`config.mk`:
```
export PLATFORM = sky130hd
export DESIGN_NAME = io_board_addr_irq_select
export DESIGN_NICKNAME = d
export VERILOG_FILES = /design/src/io_sel_pkg.sv /design/src/io_board_addr_irq_select.sv /design/src/sync_2ff.sv
export SDC_FILE = /design/constraint.sdc
export NUM_CORES = 1
export LEC_CHECK = 0
export BUFFER_PORTS_ARGS = -buffer_cell sky130_fd_sc_hd__buf_2
export CELL_PAD_IN_SITES_DETAIL_PLACEMENT = 2
export CELL_PAD_IN_SITES_GLOBAL_PLACEMENT = 2
export CORE_MARGIN = 4
export CORE_UTILIZATION = 35
export DETAILED_ROUTE_END_ITERATION = 7
export GPL_TIMING_DRIVEN = 1
export PLACE_DENSITY_LB_ADDON = 0.3
export SLEW_MARGIN = 5
export SYNTH_ARGS = -nofsm -noshare
export SYNTH_HDL_FRONTEND = slang
export SYNTH_SLANG_ARGS = --single-unit
```
`constraint.sdc`:
```
create_clock -name i_sys_clk -period 8.64 [get_ports i_sys_clk]
set_clock_uncertainty 0.2 [all_clocks]
set_input_delay 1.728 -clock i_sys_clk [delete_from_list [all_inputs] [get_ports i_sys_clk]]
set_output_delay 1.728 -clock i_sys_clk [all_outputs]
set_load 0.02 [all_outputs]
```
`src/io_sel_pkg.sv`:
```
package io_sel_pkg;

    // host address and strobes as seen on the expansion channel
    typedef struct packed {
        logic [9:0] addr;
        logic       ior_n;
        logic       iow_n;
        logic       aen;
    } host_bus_s;

    // request toward the onboard parallel chip
    typedef struct packed {
        logic       rd;
        logic       wr;
        logic [1:0] addr;
        logic [7:0] wdata;
    } chip_req_s;

    localparam int          HOST_AW       = 10;
    localparam int          WIN_LSB       = 2;
    localparam int          SW_W          = 8;
    localparam int          DATA_W        = 8;
    localparam int          REG_W         = 16;
    localparam int          EV_W          = 4;
    localparam int          IRQ_N         = 6;

    // base 210h on lines a9..a2
    localparam logic [7:0]  BASE_DEFAULT  = 8'h84;
    // bases up to 0FFh belong to the system
    localparam logic [7:0]  BASE_RSV_MAX  = 8'h3F;

    // interrupt enable jumper codes
    localparam logic [1:0]  IE_NC         = 2'h0;
    localparam logic [1:0]  IE_BIT2       = 2'h1;
    localparam logic [1:0]  IE_BIT4       = 2'h2;
    localparam logic [1:0]  IE_BIT6       = 2'h3;
    localparam logic [1:0]  IE_DEFAULT    = IE_BIT4;
    localparam int          PC_BIT2       = 2;
    localparam int          PC_BIT4       = 4;
    localparam int          PC_BIT6       = 6;

    // interrupt level jumper codes, index into the irq line vector
    localparam logic [2:0]  LVL_IRQ3      = 3'h0;
    localparam logic [2:0]  LVL_IRQ4      = 3'h1;
    localparam logic [2:0]  LVL_IRQ5      = 3'h2;
    localparam logic [2:0]  LVL_IRQ6      = 3'h3;
    localparam logic [2:0]  LVL_IRQ7      = 3'h4;
    localparam logic [2:0]  LVL_IRQ9      = 3'h5;
    localparam logic [2:0]  LVL_DEFAULT   = LVL_IRQ5;

    // software register indices
    localparam logic [1:0]  REG_STATUS    = 2'h0;
    localparam logic [1:0]  REG_ENABLE    = 2'h1;
    localparam logic [1:0]  REG_CLEAR     = 2'h2;
    localparam logic [1:0]  REG_CONFIG    = 2'h3;

    // status bit positions
    localparam int          EV_READ       = 0;
    localparam int          EV_WRITE      = 1;
    localparam int          EV_IRQ        = 2;
    localparam int          EV_RSV        = 3;

    // config readback field positions
    localparam int          CFG_BASE_LSB  = 0;
    localparam int          CFG_IE_LSB    = 8;
    localparam int          CFG_LVL_LSB   = 10;

endpackage

```
`src/io_board_addr_irq_select.sv`:
```
// The plain strobed port and the placing of the registers were left to the implementer.
module io_board_addr_irq_select
    import io_sel_pkg::*;
(
    input  wire logic              i_sys_clk,
    input  wire logic              i_rst,
    input  wire host_bus_s         i_host_bus,
    input  wire logic [DATA_W-1:0] i_host_data,
    output logic      [DATA_W-1:0] o_host_data,
    output logic                   o_host_data_oe,
    input  wire logic [SW_W-1:0]   i_base_address_switch,
    input  wire logic [1:0]        i_interrupt_enable_jumper,
    input  wire logic [2:0]        i_interrupt_level_jumper,
    output chip_req_s              o_chip_req,
    input  wire logic [DATA_W-1:0] i_chip_rdata,
    input  wire logic              i_chip_service_request,
    input  wire logic [7:0]        i_port_c_lines,
    output logic      [IRQ_N-1:0]  o_irq_line,
    output logic      [IRQ_N-1:0]  o_irq_line_oe,
    input  wire logic [1:0]        i_reg_addr,
    input  wire logic [REG_W-1:0]  i_reg_wdata,
    input  wire logic              i_reg_wr,
    input  wire logic              i_reg_rd,
    output logic      [REG_W-1:0]  o_reg_rdata,
    output logic                   o_irq
);

    typedef enum logic [1:0] {CYC_IDLE, CYC_READ, CYC_WRITE} cyc_e;

    function automatic logic [IRQ_N-1:0] level_onehot(input logic [2:0] lvl);
        logic [IRQ_N-1:0] oh;
        oh = '0;
        if (lvl < 3'(IRQ_N)) begin
            oh[lvl] = 1'b1;
        end
        return oh;
    endfunction

    function automatic logic enable_line(input logic [1:0] sel,
                                         input logic [7:0] pc);
        logic en_n;
        case (sel)
            IE_BIT2: en_n = pc[PC_BIT2];
            IE_BIT4: en_n = pc[PC_BIT4];
            IE_BIT6: en_n = pc[PC_BIT6];
            default: en_n = 1'b1;
        endcase
        return en_n;
    endfunction

    host_bus_s         bus_s;
    logic [DATA_W-1:0] hdata_s;
    logic [SW_W-1:0]   sw_s;
    logic [1:0]        ie_s;
    logic [2:0]        lvl_s;

    sync_2ff #(.W($bits(host_bus_s))) u_sync_bus (
        .i_sys_clk (i_sys_clk),
        .i_rst     (i_rst),
        .i_async   (i_host_bus),
        .o_sync    (bus_s)
    );

    sync_2ff #(.W(DATA_W + SW_W + 5)) u_sync_cfg (
        .i_sys_clk (i_sys_clk),
        .i_rst     (i_rst),
        .i_async   ({i_host_data, i_base_address_switch,
                     i_interrupt_enable_jumper, i_interrupt_level_jumper}),
        .o_sync    ({hdata_s, sw_s, ie_s, lvl_s})
    );

    // straps stay at their defaults until the sync chain has filled
    logic [1:0]        warm;
    logic [SW_W-1:0]   cfg_base;
    logic [1:0]        cfg_ie;
    logic [2:0]        cfg_lvl;
    wire               warm_done = warm[1];

    always_ff @(posedge i_sys_clk or posedge i_rst) begin
        if (i_rst) begin
            warm <= 2'h0;
        end else begin
            warm <= {warm[0], 1'b1};
        end
    end

    always_ff @(posedge i_sys_clk or posedge i_rst) begin
        if (i_rst) begin
            cfg_base <= BASE_DEFAULT;
            cfg_ie   <= IE_DEFAULT;
            cfg_lvl  <= LVL_DEFAULT;
        end else if (warm_done) begin
            cfg_base <= sw_s;
            cfg_ie   <= ie_s;
            cfg_lvl  <= lvl_s;
        end
    end

    wire [SW_W-1:0] win_addr  = bus_s.addr[HOST_AW-1:WIN_LSB];
    wire            win_hit   = (win_addr == cfg_base);
    wire            io_cycle  = ~bus_s.aen;
    wire            rd_start  = win_hit & io_cycle & ~bus_s.ior_n;
    wire            wr_start  = win_hit & io_cycle & ~bus_s.iow_n
                                & bus_s.ior_n;
    wire            rsv_base  = (cfg_base <= BASE_RSV_MAX);
    wire            strobe_up = bus_s.ior_n & bus_s.iow_n;

    cyc_e              cyc;
    cyc_e              next_cyc;
    logic              rd_wait;
    chip_req_s         req;
    logic [DATA_W-1:0] hdata_out;
    logic              hdata_valid;

    always_comb begin
        next_cyc = cyc;
        case (cyc)
            CYC_IDLE: begin
                if (rd_start) begin
                    next_cyc = CYC_READ;
                end else if (wr_start) begin
                    next_cyc = CYC_WRITE;
                end
            end
            CYC_READ: begin
                if (bus_s.ior_n) begin
                    next_cyc = CYC_IDLE;
                end
            end
            CYC_WRITE: begin
                if (strobe_up) begin
                    next_cyc = CYC_IDLE;
                end
            end
            default: next_cyc = CYC_IDLE;
        endcase
    end

    wire take_rd = (cyc == CYC_IDLE) & (next_cyc == CYC_READ);
    wire take_wr = (cyc == CYC_IDLE) & (next_cyc == CYC_WRITE);

    always_ff @(posedge i_sys_clk or posedge i_rst) begin
        if (i_rst) begin
            cyc <= CYC_IDLE;
        end else begin
            cyc <= next_cyc;
        end
    end

    // one strobe per host cycle, however long the host holds it
    always_ff @(posedge i_sys_clk or posedge i_rst) begin
        if (i_rst) begin
            req <= '0;
        end else begin
            req.rd <= take_rd;
            req.wr <= take_wr;
            if (take_rd | take_wr) begin
                req.addr  <= bus_s.addr[WIN_LSB-1:0];
                req.wdata <= hdata_s;
            end
        end
    end

    // chip answers in the cycle after its read strobe
    always_ff @(posedge i_sys_clk or posedge i_rst) begin
        if (i_rst) begin
            rd_wait     <= 1'b0;
            hdata_out   <= '0;
            hdata_valid <= 1'b0;
        end else begin
            rd_wait <= req.rd;
            if (rd_wait) begin
                hdata_out <= i_chip_rdata;
            end
            if (next_cyc != CYC_READ) begin
                hdata_valid <= 1'b0;
            end else if (rd_wait) begin
                hdata_valid <= 1'b1;
            end
        end
    end

    assign o_chip_req     = req;
    assign o_host_data    = hdata_out;
    assign o_host_data_oe = hdata_valid & (cyc == CYC_READ);

    // no-connect jumper reads as a high enable, which blocks everything
    wire              en_n      = enable_line(cfg_ie, i_port_c_lines);
    wire              gated_req = i_chip_service_request & ~en_n
                                  & (cfg_ie != IE_NC);
    wire [IRQ_N-1:0]  lvl_oh    = level_onehot(cfg_lvl);
    logic             irq_q;

    always_ff @(posedge i_sys_clk or posedge i_rst) begin
        if (i_rst) begin
            irq_q <= 1'b0;
        end else begin
            irq_q <= gated_req;
        end
    end

    // released lines float so another board can pull the same line
    assign o_irq_line    = lvl_oh & {IRQ_N{irq_q}};
    assign o_irq_line_oe = lvl_oh & {IRQ_N{irq_q}};

    logic [EV_W-1:0]  ev_status;
    logic [EV_W-1:0]  ev_enable;
    logic [REG_W-1:0] rdata;

    wire [EV_W-1:0] ev_set;
    assign ev_set[EV_READ]  = take_rd;
    assign ev_set[EV_WRITE] = take_wr;
    assign ev_set[EV_IRQ]   = gated_req & ~irq_q;
    assign ev_set[EV_RSV]   = (take_rd | take_wr) & rsv_base;

    wire             wr_en  = i_reg_wr & (i_reg_addr == REG_ENABLE);
    wire             wr_clr = i_reg_wr & (i_reg_addr == REG_CLEAR);
    wire [EV_W-1:0]  clr    = wr_clr ? i_reg_wdata[EV_W-1:0] : '0;

    wire [REG_W-1:0] cfg_word = REG_W'({cfg_lvl, cfg_ie, cfg_base});
    wire [REG_W-1:0] rd_mux   =
        (i_reg_addr == REG_STATUS) ? REG_W'(ev_status) :
        (i_reg_addr == REG_ENABLE) ? REG_W'(ev_enable) :
        (i_reg_addr == REG_CONFIG) ? cfg_word : '0;

    genvar g;
    generate
        for (g = 0; g < EV_W; g++) begin : g_ev
            // a set in the clearing cycle wins
            always_ff @(posedge i_sys_clk or posedge i_rst) begin
                if (i_rst) begin
                    ev_status[g] <= 1'b0;
                end else begin
                    ev_status[g] <= ev_set[g] | (ev_status[g] & ~clr[g]);
                end
            end
        end
    endgenerate

    always_ff @(posedge i_sys_clk or posedge i_rst) begin
        if (i_rst) begin
            ev_enable <= '0;
            rdata     <= '0;
        end else begin
            if (wr_en) begin
                ev_enable <= i_reg_wdata[EV_W-1:0];
            end
            rdata <= i_reg_rd ? rd_mux : '0;
        end
    end

    assign o_reg_rdata = rdata;
    assign o_irq       = |(ev_status & ev_enable);
endmodule // io_board_addr_irq_select

```
`src/sync_2ff.sv`:
```
module sync_2ff
    import io_sel_pkg::*;
#(
    parameter int W = 1
) (
    input  wire logic         i_sys_clk,
    input  wire logic         i_rst,
    input  wire logic [W-1:0] i_async,
    output logic      [W-1:0] o_sync
);

    logic [W-1:0] meta;

    // first stage is read by the second stage only
    always_ff @(posedge i_sys_clk or posedge i_rst) begin
        if (i_rst) begin
            meta   <= '0;
            o_sync <= '0;
        end else begin
            meta   <= i_async;
            o_sync <= meta;
        end
    end

endmodule // sync_2ff

```
==> qor.json <==
{
  "design.core.area": {"value": 12000, "unit": "µm²"},
  "die_height": {"value": 118, "unit": "µm"},
  "finalSetupViolCount": {"value": 0},
  "rsz0062_at_grt": {"value": "no"},
  "dpl.cell_count": {"value": 505},
  "design.die.area": {"value": 14000, "unit": "µm²"},
  "pre_repair_dr_iteration_count": {"value": 4},
  "crit_buf_inv": {"value": 1},
  "routedWlPerCell": {"value": 16.2, "unit": "µm"},
  "worstPathArrival": {"value": 1470, "unit": "ps"},
  "postCtsSetupBuffers": {"value": 0},
  "path_clk_slew": {"value": 60, "unit": "ps"},
  "max_capacitance_violation_count": {"value": 0},
  "postSynthAreaPerCell": {"value": 15.9, "unit": "µm²"},
  "type_of_the_tightest_min_delay_check": {"value": "reg -> reg"},
  "ff2ff_setup_slack": {"value": 5970, "unit": "ps"},
  "n_antenna_cell": {"value": 0},
  "final_antenna_violating_net_count": {"value": 0},
  "chip_width": {"value": 118, "unit": "µm"},
  "hold_path.startpoint": {"value": "u_sync_cfg.meta[5]$_DFF_PP0_"},
  "clockRootBuffer": {"value": "sky130_fd_sc_hd__clkbuf_16"},
  "delay_contributed_by_the_slowest_stage_of_the_critical_path": {"value": 410, "unit": "ps"},
  "final_cells": {"value": 537},
  "yosysSeqAreaShare": {"value": 0.757},
  "synthCells": {"value": 268},
  "ios": {"value": 123},
  "p_leak": {"value": 2.72, "unit": "nW"},
  "rr_startpoint": {"value": "cfg_base[2]$_DFFE_PP1P_"},
  "synth_enable_flop_cells": {"value": 0},
  "syn_to_final_growth": {"value": 27.2, "unit": "%"},
  "grt_antenna_before_repair": {"value": 0},
  "holdBufCountCts": {"value": 0},
  "place.gp.congestion": {"value": 0.702},
  "critical-path-slowest-cell": {"value": "sky130_fd_sc_hd__dfrtp_1"},
  "outcome": {"value": "finished clean"},
  "ir_worst_vdd": {"value": 162, "unit": "µV"},
  "cp_top_family": {"value": "simple AND/OR/NAND/NOR gates"},
  "cp.required": {"value": 6710, "unit": "ps"},
  "rr_endpoint": {"value": "o_chip_req[5]$_DFFE_PP0P_"},
  "fmax": {"value": 0.294, "unit": "GHz"},
  "grt_pass1_vias": {"value": 2811},
  "drive_above_1_share": {"value": 0.426},
  "routed-via-count": {"value": 2418},
  "initial_utilization": {"value": 0.357},
  "detail_route.iter0.violations": {"value": 89},
  "nNetsFinal": {"value": 450},
  "timing.hold.worst_path_depth": {"value": 0},
  "ctsResizeCount": {"value": 0},
  "final-hold-violation-count": {"value": 0},
  "cts-htree-levels": {"value": 4},
  "synth-seq-cells": {"value": 129},
  "numPortBuffers": {"value": 102},
  "ratio_of_total_power_to_cell_area": {"value": 260, "unit": "nW/µm²"},
  "estimated_wirelength_of_the_detail_placed_design": {"value": 5860, "unit": "µm"},
  "wirelength": {"value": 8670, "unit": "µm"},
  "worst_skew_pair.late_latency": {"value": 410, "unit": "ps"},
  "path_max_fanout": {"value": 5},
  "pin_count_of_the_biggest_net_entering_global_routing": {"value": 79},
  "tritoncts": {"value": "done"},
  "finalCritPeriodShare": {"value": 0.393},
  "timing.setup.critical_path_class": {"value": "reg -> out"},
  "cp-start-kind": {"value": "flip-flop"},
  "yosysWarnings": {"value": 0},
  "detail_route.vias_per_cell": {"value": 4.50},
  "first_pass_grt_wire_length": {"value": 14500, "unit": "µm"},
  "globalRoute.totalOverflow": {"value": 0},
  "final.setup.tns": {"value": 0, "unit": "ps"},
  "timing.slew.headroom": {"value": 0.370},
  "worst_margin_slew": {"value": 944, "unit": "ps"},
  "synthFlopType": {"value": "sky130_fd_sc_hd__dfrtp_1"},
  "cts-buffers-inserted": {"value": 17},
  "crit_path_end_kind": {"value": "primary output"},
  "postSynth.asyncResetShare": {"value": 1.00},
  "yosysUniqueCellTypes": {"value": 32},
  "finalCriticalPeriod": {"value": 3400, "unit": "ps"},
  "placementRows": {"value": 40},
  "clock_tree_buffer_depth": {"value": 2},
  "post-route-drc-count": {"value": 0},
  "synthesis.area": {"value": 4270, "unit": "µm²"},
  "crit_chain": {"value": "nand2b_1, nor3b_1, buf_2"},
  "track_usage": {"value": 0.136},
  "worst_r2r_path_depth": {"value": 5},
  "report.final.slew_viol_count": {"value": 0},
  "min_to": {"value": "u_sync_cfg.o_sync[5]$_DFF_PP0_"},
  "clkSinkCount": {"value": 129}
}
power breakdown:
group	leakage (nW)	switching, mW	internal [mW]
registers	1.57	0.0227	0.643
clock network	0.272	0.239	0.416
logic	0.880	0.0525	0.0403
total	2.72	0.314	1.10
logic make-up after synthesis:
| family | share of synthesized area |
|---|---|
| other | 0.00176 |
| DFF | 0.757 |
| and+or+nand+nor | 0.0712 |
| AOI/OAI and AO/OA | 0.0246 |
| buffers and inverters | 0.0281 |
| xor gates and xnor gates | 0.0164 |
| muxes | 0.101 |
cell usage after synthesis, types with 3 or more instances:
cell type                  number  area (µm²)
sky130_fd_sc_hd__mux2i_1        5        50.1
sky130_fd_sc_hd__mux2_2        22         248
sky130_fd_sc_hd__dfstp_2        4         105
sky130_fd_sc_hd__mux2_4         9         135
sky130_fd_sc_hd__and2_1        13        81.3
sky130_fd_sc_hd__clkbuf_1       4        15.0
sky130_fd_sc_hd__nand2b_1       5        31.3
sky130_fd_sc_hd__nor4_1         3        18.8
sky130_fd_sc_hd__buf_4          9        67.6
sky130_fd_sc_hd__nor3_1         4        20.0
sky130_fd_sc_hd__nand3_1        4        20.0
sky130_fd_sc_hd__xor2_1         6        52.6
sky130_fd_sc_hd__dfrtp_1      125        3130
sky130_fd_sc_hd__inv_1          6        22.5
sky130_fd_sc_hd__nand2_1        9        33.8
sky130_fd_sc_hd__nor2_1         5        18.8
sky130_fd_sc_hd__o21ai_0       13        65.1
sequential cells by signal (all words and copies together) (netlist names), 3 cells and up:
register           cells
u_sync_cfg.o_sync     21
u_sync_bus.meta       13
o_reg_rdata           13
o_host_data            8
ev_enable              4
o_chip_req            12
cfg_lvl                3
u_sync_bus.o_sync     13
u_sync_cfg.meta       21
cfg_base               8
ev_status              4
per-stage QoR:
step | instance area, µm² | utilization | hold WS, ps | power [mW] | setup slack [ps]
4_1_cts | 5430 | 0.454 | 143 | 1.44 | 5190
6_report | 5430 | 0.454 | 138 | 1.41 | 5240
3_5_place_dp | 4890 | 0.409 | 137 | 0.771 | 5240
2_1_floorplan | 4280 | - | 131 | 0.730 | 3280
3_3_place_gp | 4890 | 0.409 | 132 | 0.765 | 5280
5_1_grt | 5430 | 0.454 | 147 | 1.49 | 5090
worst max path at each step:
| stage | depth (start not counted) | end | start | slack [ps] |
|---|---|---|---|---|
| 3_5_place_dp | 3 | o_reg_rdata[11]$_DFF_PP0_ | i_rst | 5240 |
| 5_1_grt | 3 | o_irq_line_oe[2] | cfg_lvl[2]$_DFFE_PP0P_ | 5090 |
| 4_1_cts | 3 | o_irq_line_oe[2] | cfg_lvl[2]$_DFFE_PP0P_ | 5190 |
| 2_1_floorplan | 1 | cfg_base[0]$_DFFE_PP0P_ | i_rst | 3280 |
| 6_report | 3 | o_irq_line_oe[2] | cfg_lvl[2]$_DFFE_PP0P_ | 5240 |
| 3_3_place_gp | 3 | u_sync_cfg.meta[16]$_DFF_PP0_ | i_rst | 5280 |
cell usage in the layout, fill, tap and decap left out, types with 2 or more instances in the layout:
cell,count
sky130_fd_sc_hd__xor2_1,6
sky130_fd_sc_hd__nand3b_1,2
sky130_fd_sc_hd__clkbuf_1,6
sky130_fd_sc_hd__mux2_2,22
sky130_fd_sc_hd__nand3_1,4
sky130_fd_sc_hd__clkinv_2,5
sky130_fd_sc_hd__a22oi_1,2
sky130_fd_sc_hd__mux2_4,9
sky130_fd_sc_hd__dfrtp_1,125
sky130_fd_sc_hd__clkbuf_16,17
sky130_fd_sc_hd__xnor2_1,2
sky130_fd_sc_hd__nor3_1,4
sky130_fd_sc_hd__inv_1,5
sky130_fd_sc_hd__dfstp_2,4
sky130_fd_sc_hd__nor2_1,5
sky130_fd_sc_hd__a21oi_1,2
sky130_fd_sc_hd__conb_1,4
sky130_fd_sc_hd__o31ai_1,2
sky130_fd_sc_hd__nor3b_1,2
sky130_fd_sc_hd__nand2b_1,5
sky130_fd_sc_hd__buf_2,102
sky130_fd_sc_hd__o21ai_0,13
sky130_fd_sc_hd__and2_1,13
sky130_fd_sc_hd__nand2_1,9
sky130_fd_sc_hd__mux2i_1,5
sky130_fd_sc_hd__clkbuf_8,3
sky130_fd_sc_hd__nor4_1,3
layout make-up:
| type | count | area (µm²) |
|---|---|---|
| fill | 1165 | 6530 |
| sequential | 129 | 3230 |
| multi-input combinational | 120 | 927 |
| timing repair buffer | 103 | 518 |
| clock buffer | 26 | 489 |
| tap | 147 | 184 |
| clock inverter | 6 | 55.1 |
| inverter | 6 | 27.5 |
per-layer routing:
layer | global-route usage | routed length, µm | vias to the layer above
met5 | 0 | 0 | -
met3 | 0.0608 | 640 | 18
met2 | 0.220 | 4410 | 78
li1 | - | - | 1098
met1 | 0.151 | 3450 | 1224
met4 | 0.0695 | 176 | 0
Note: power is estimated with default switching activity, not from simulation.
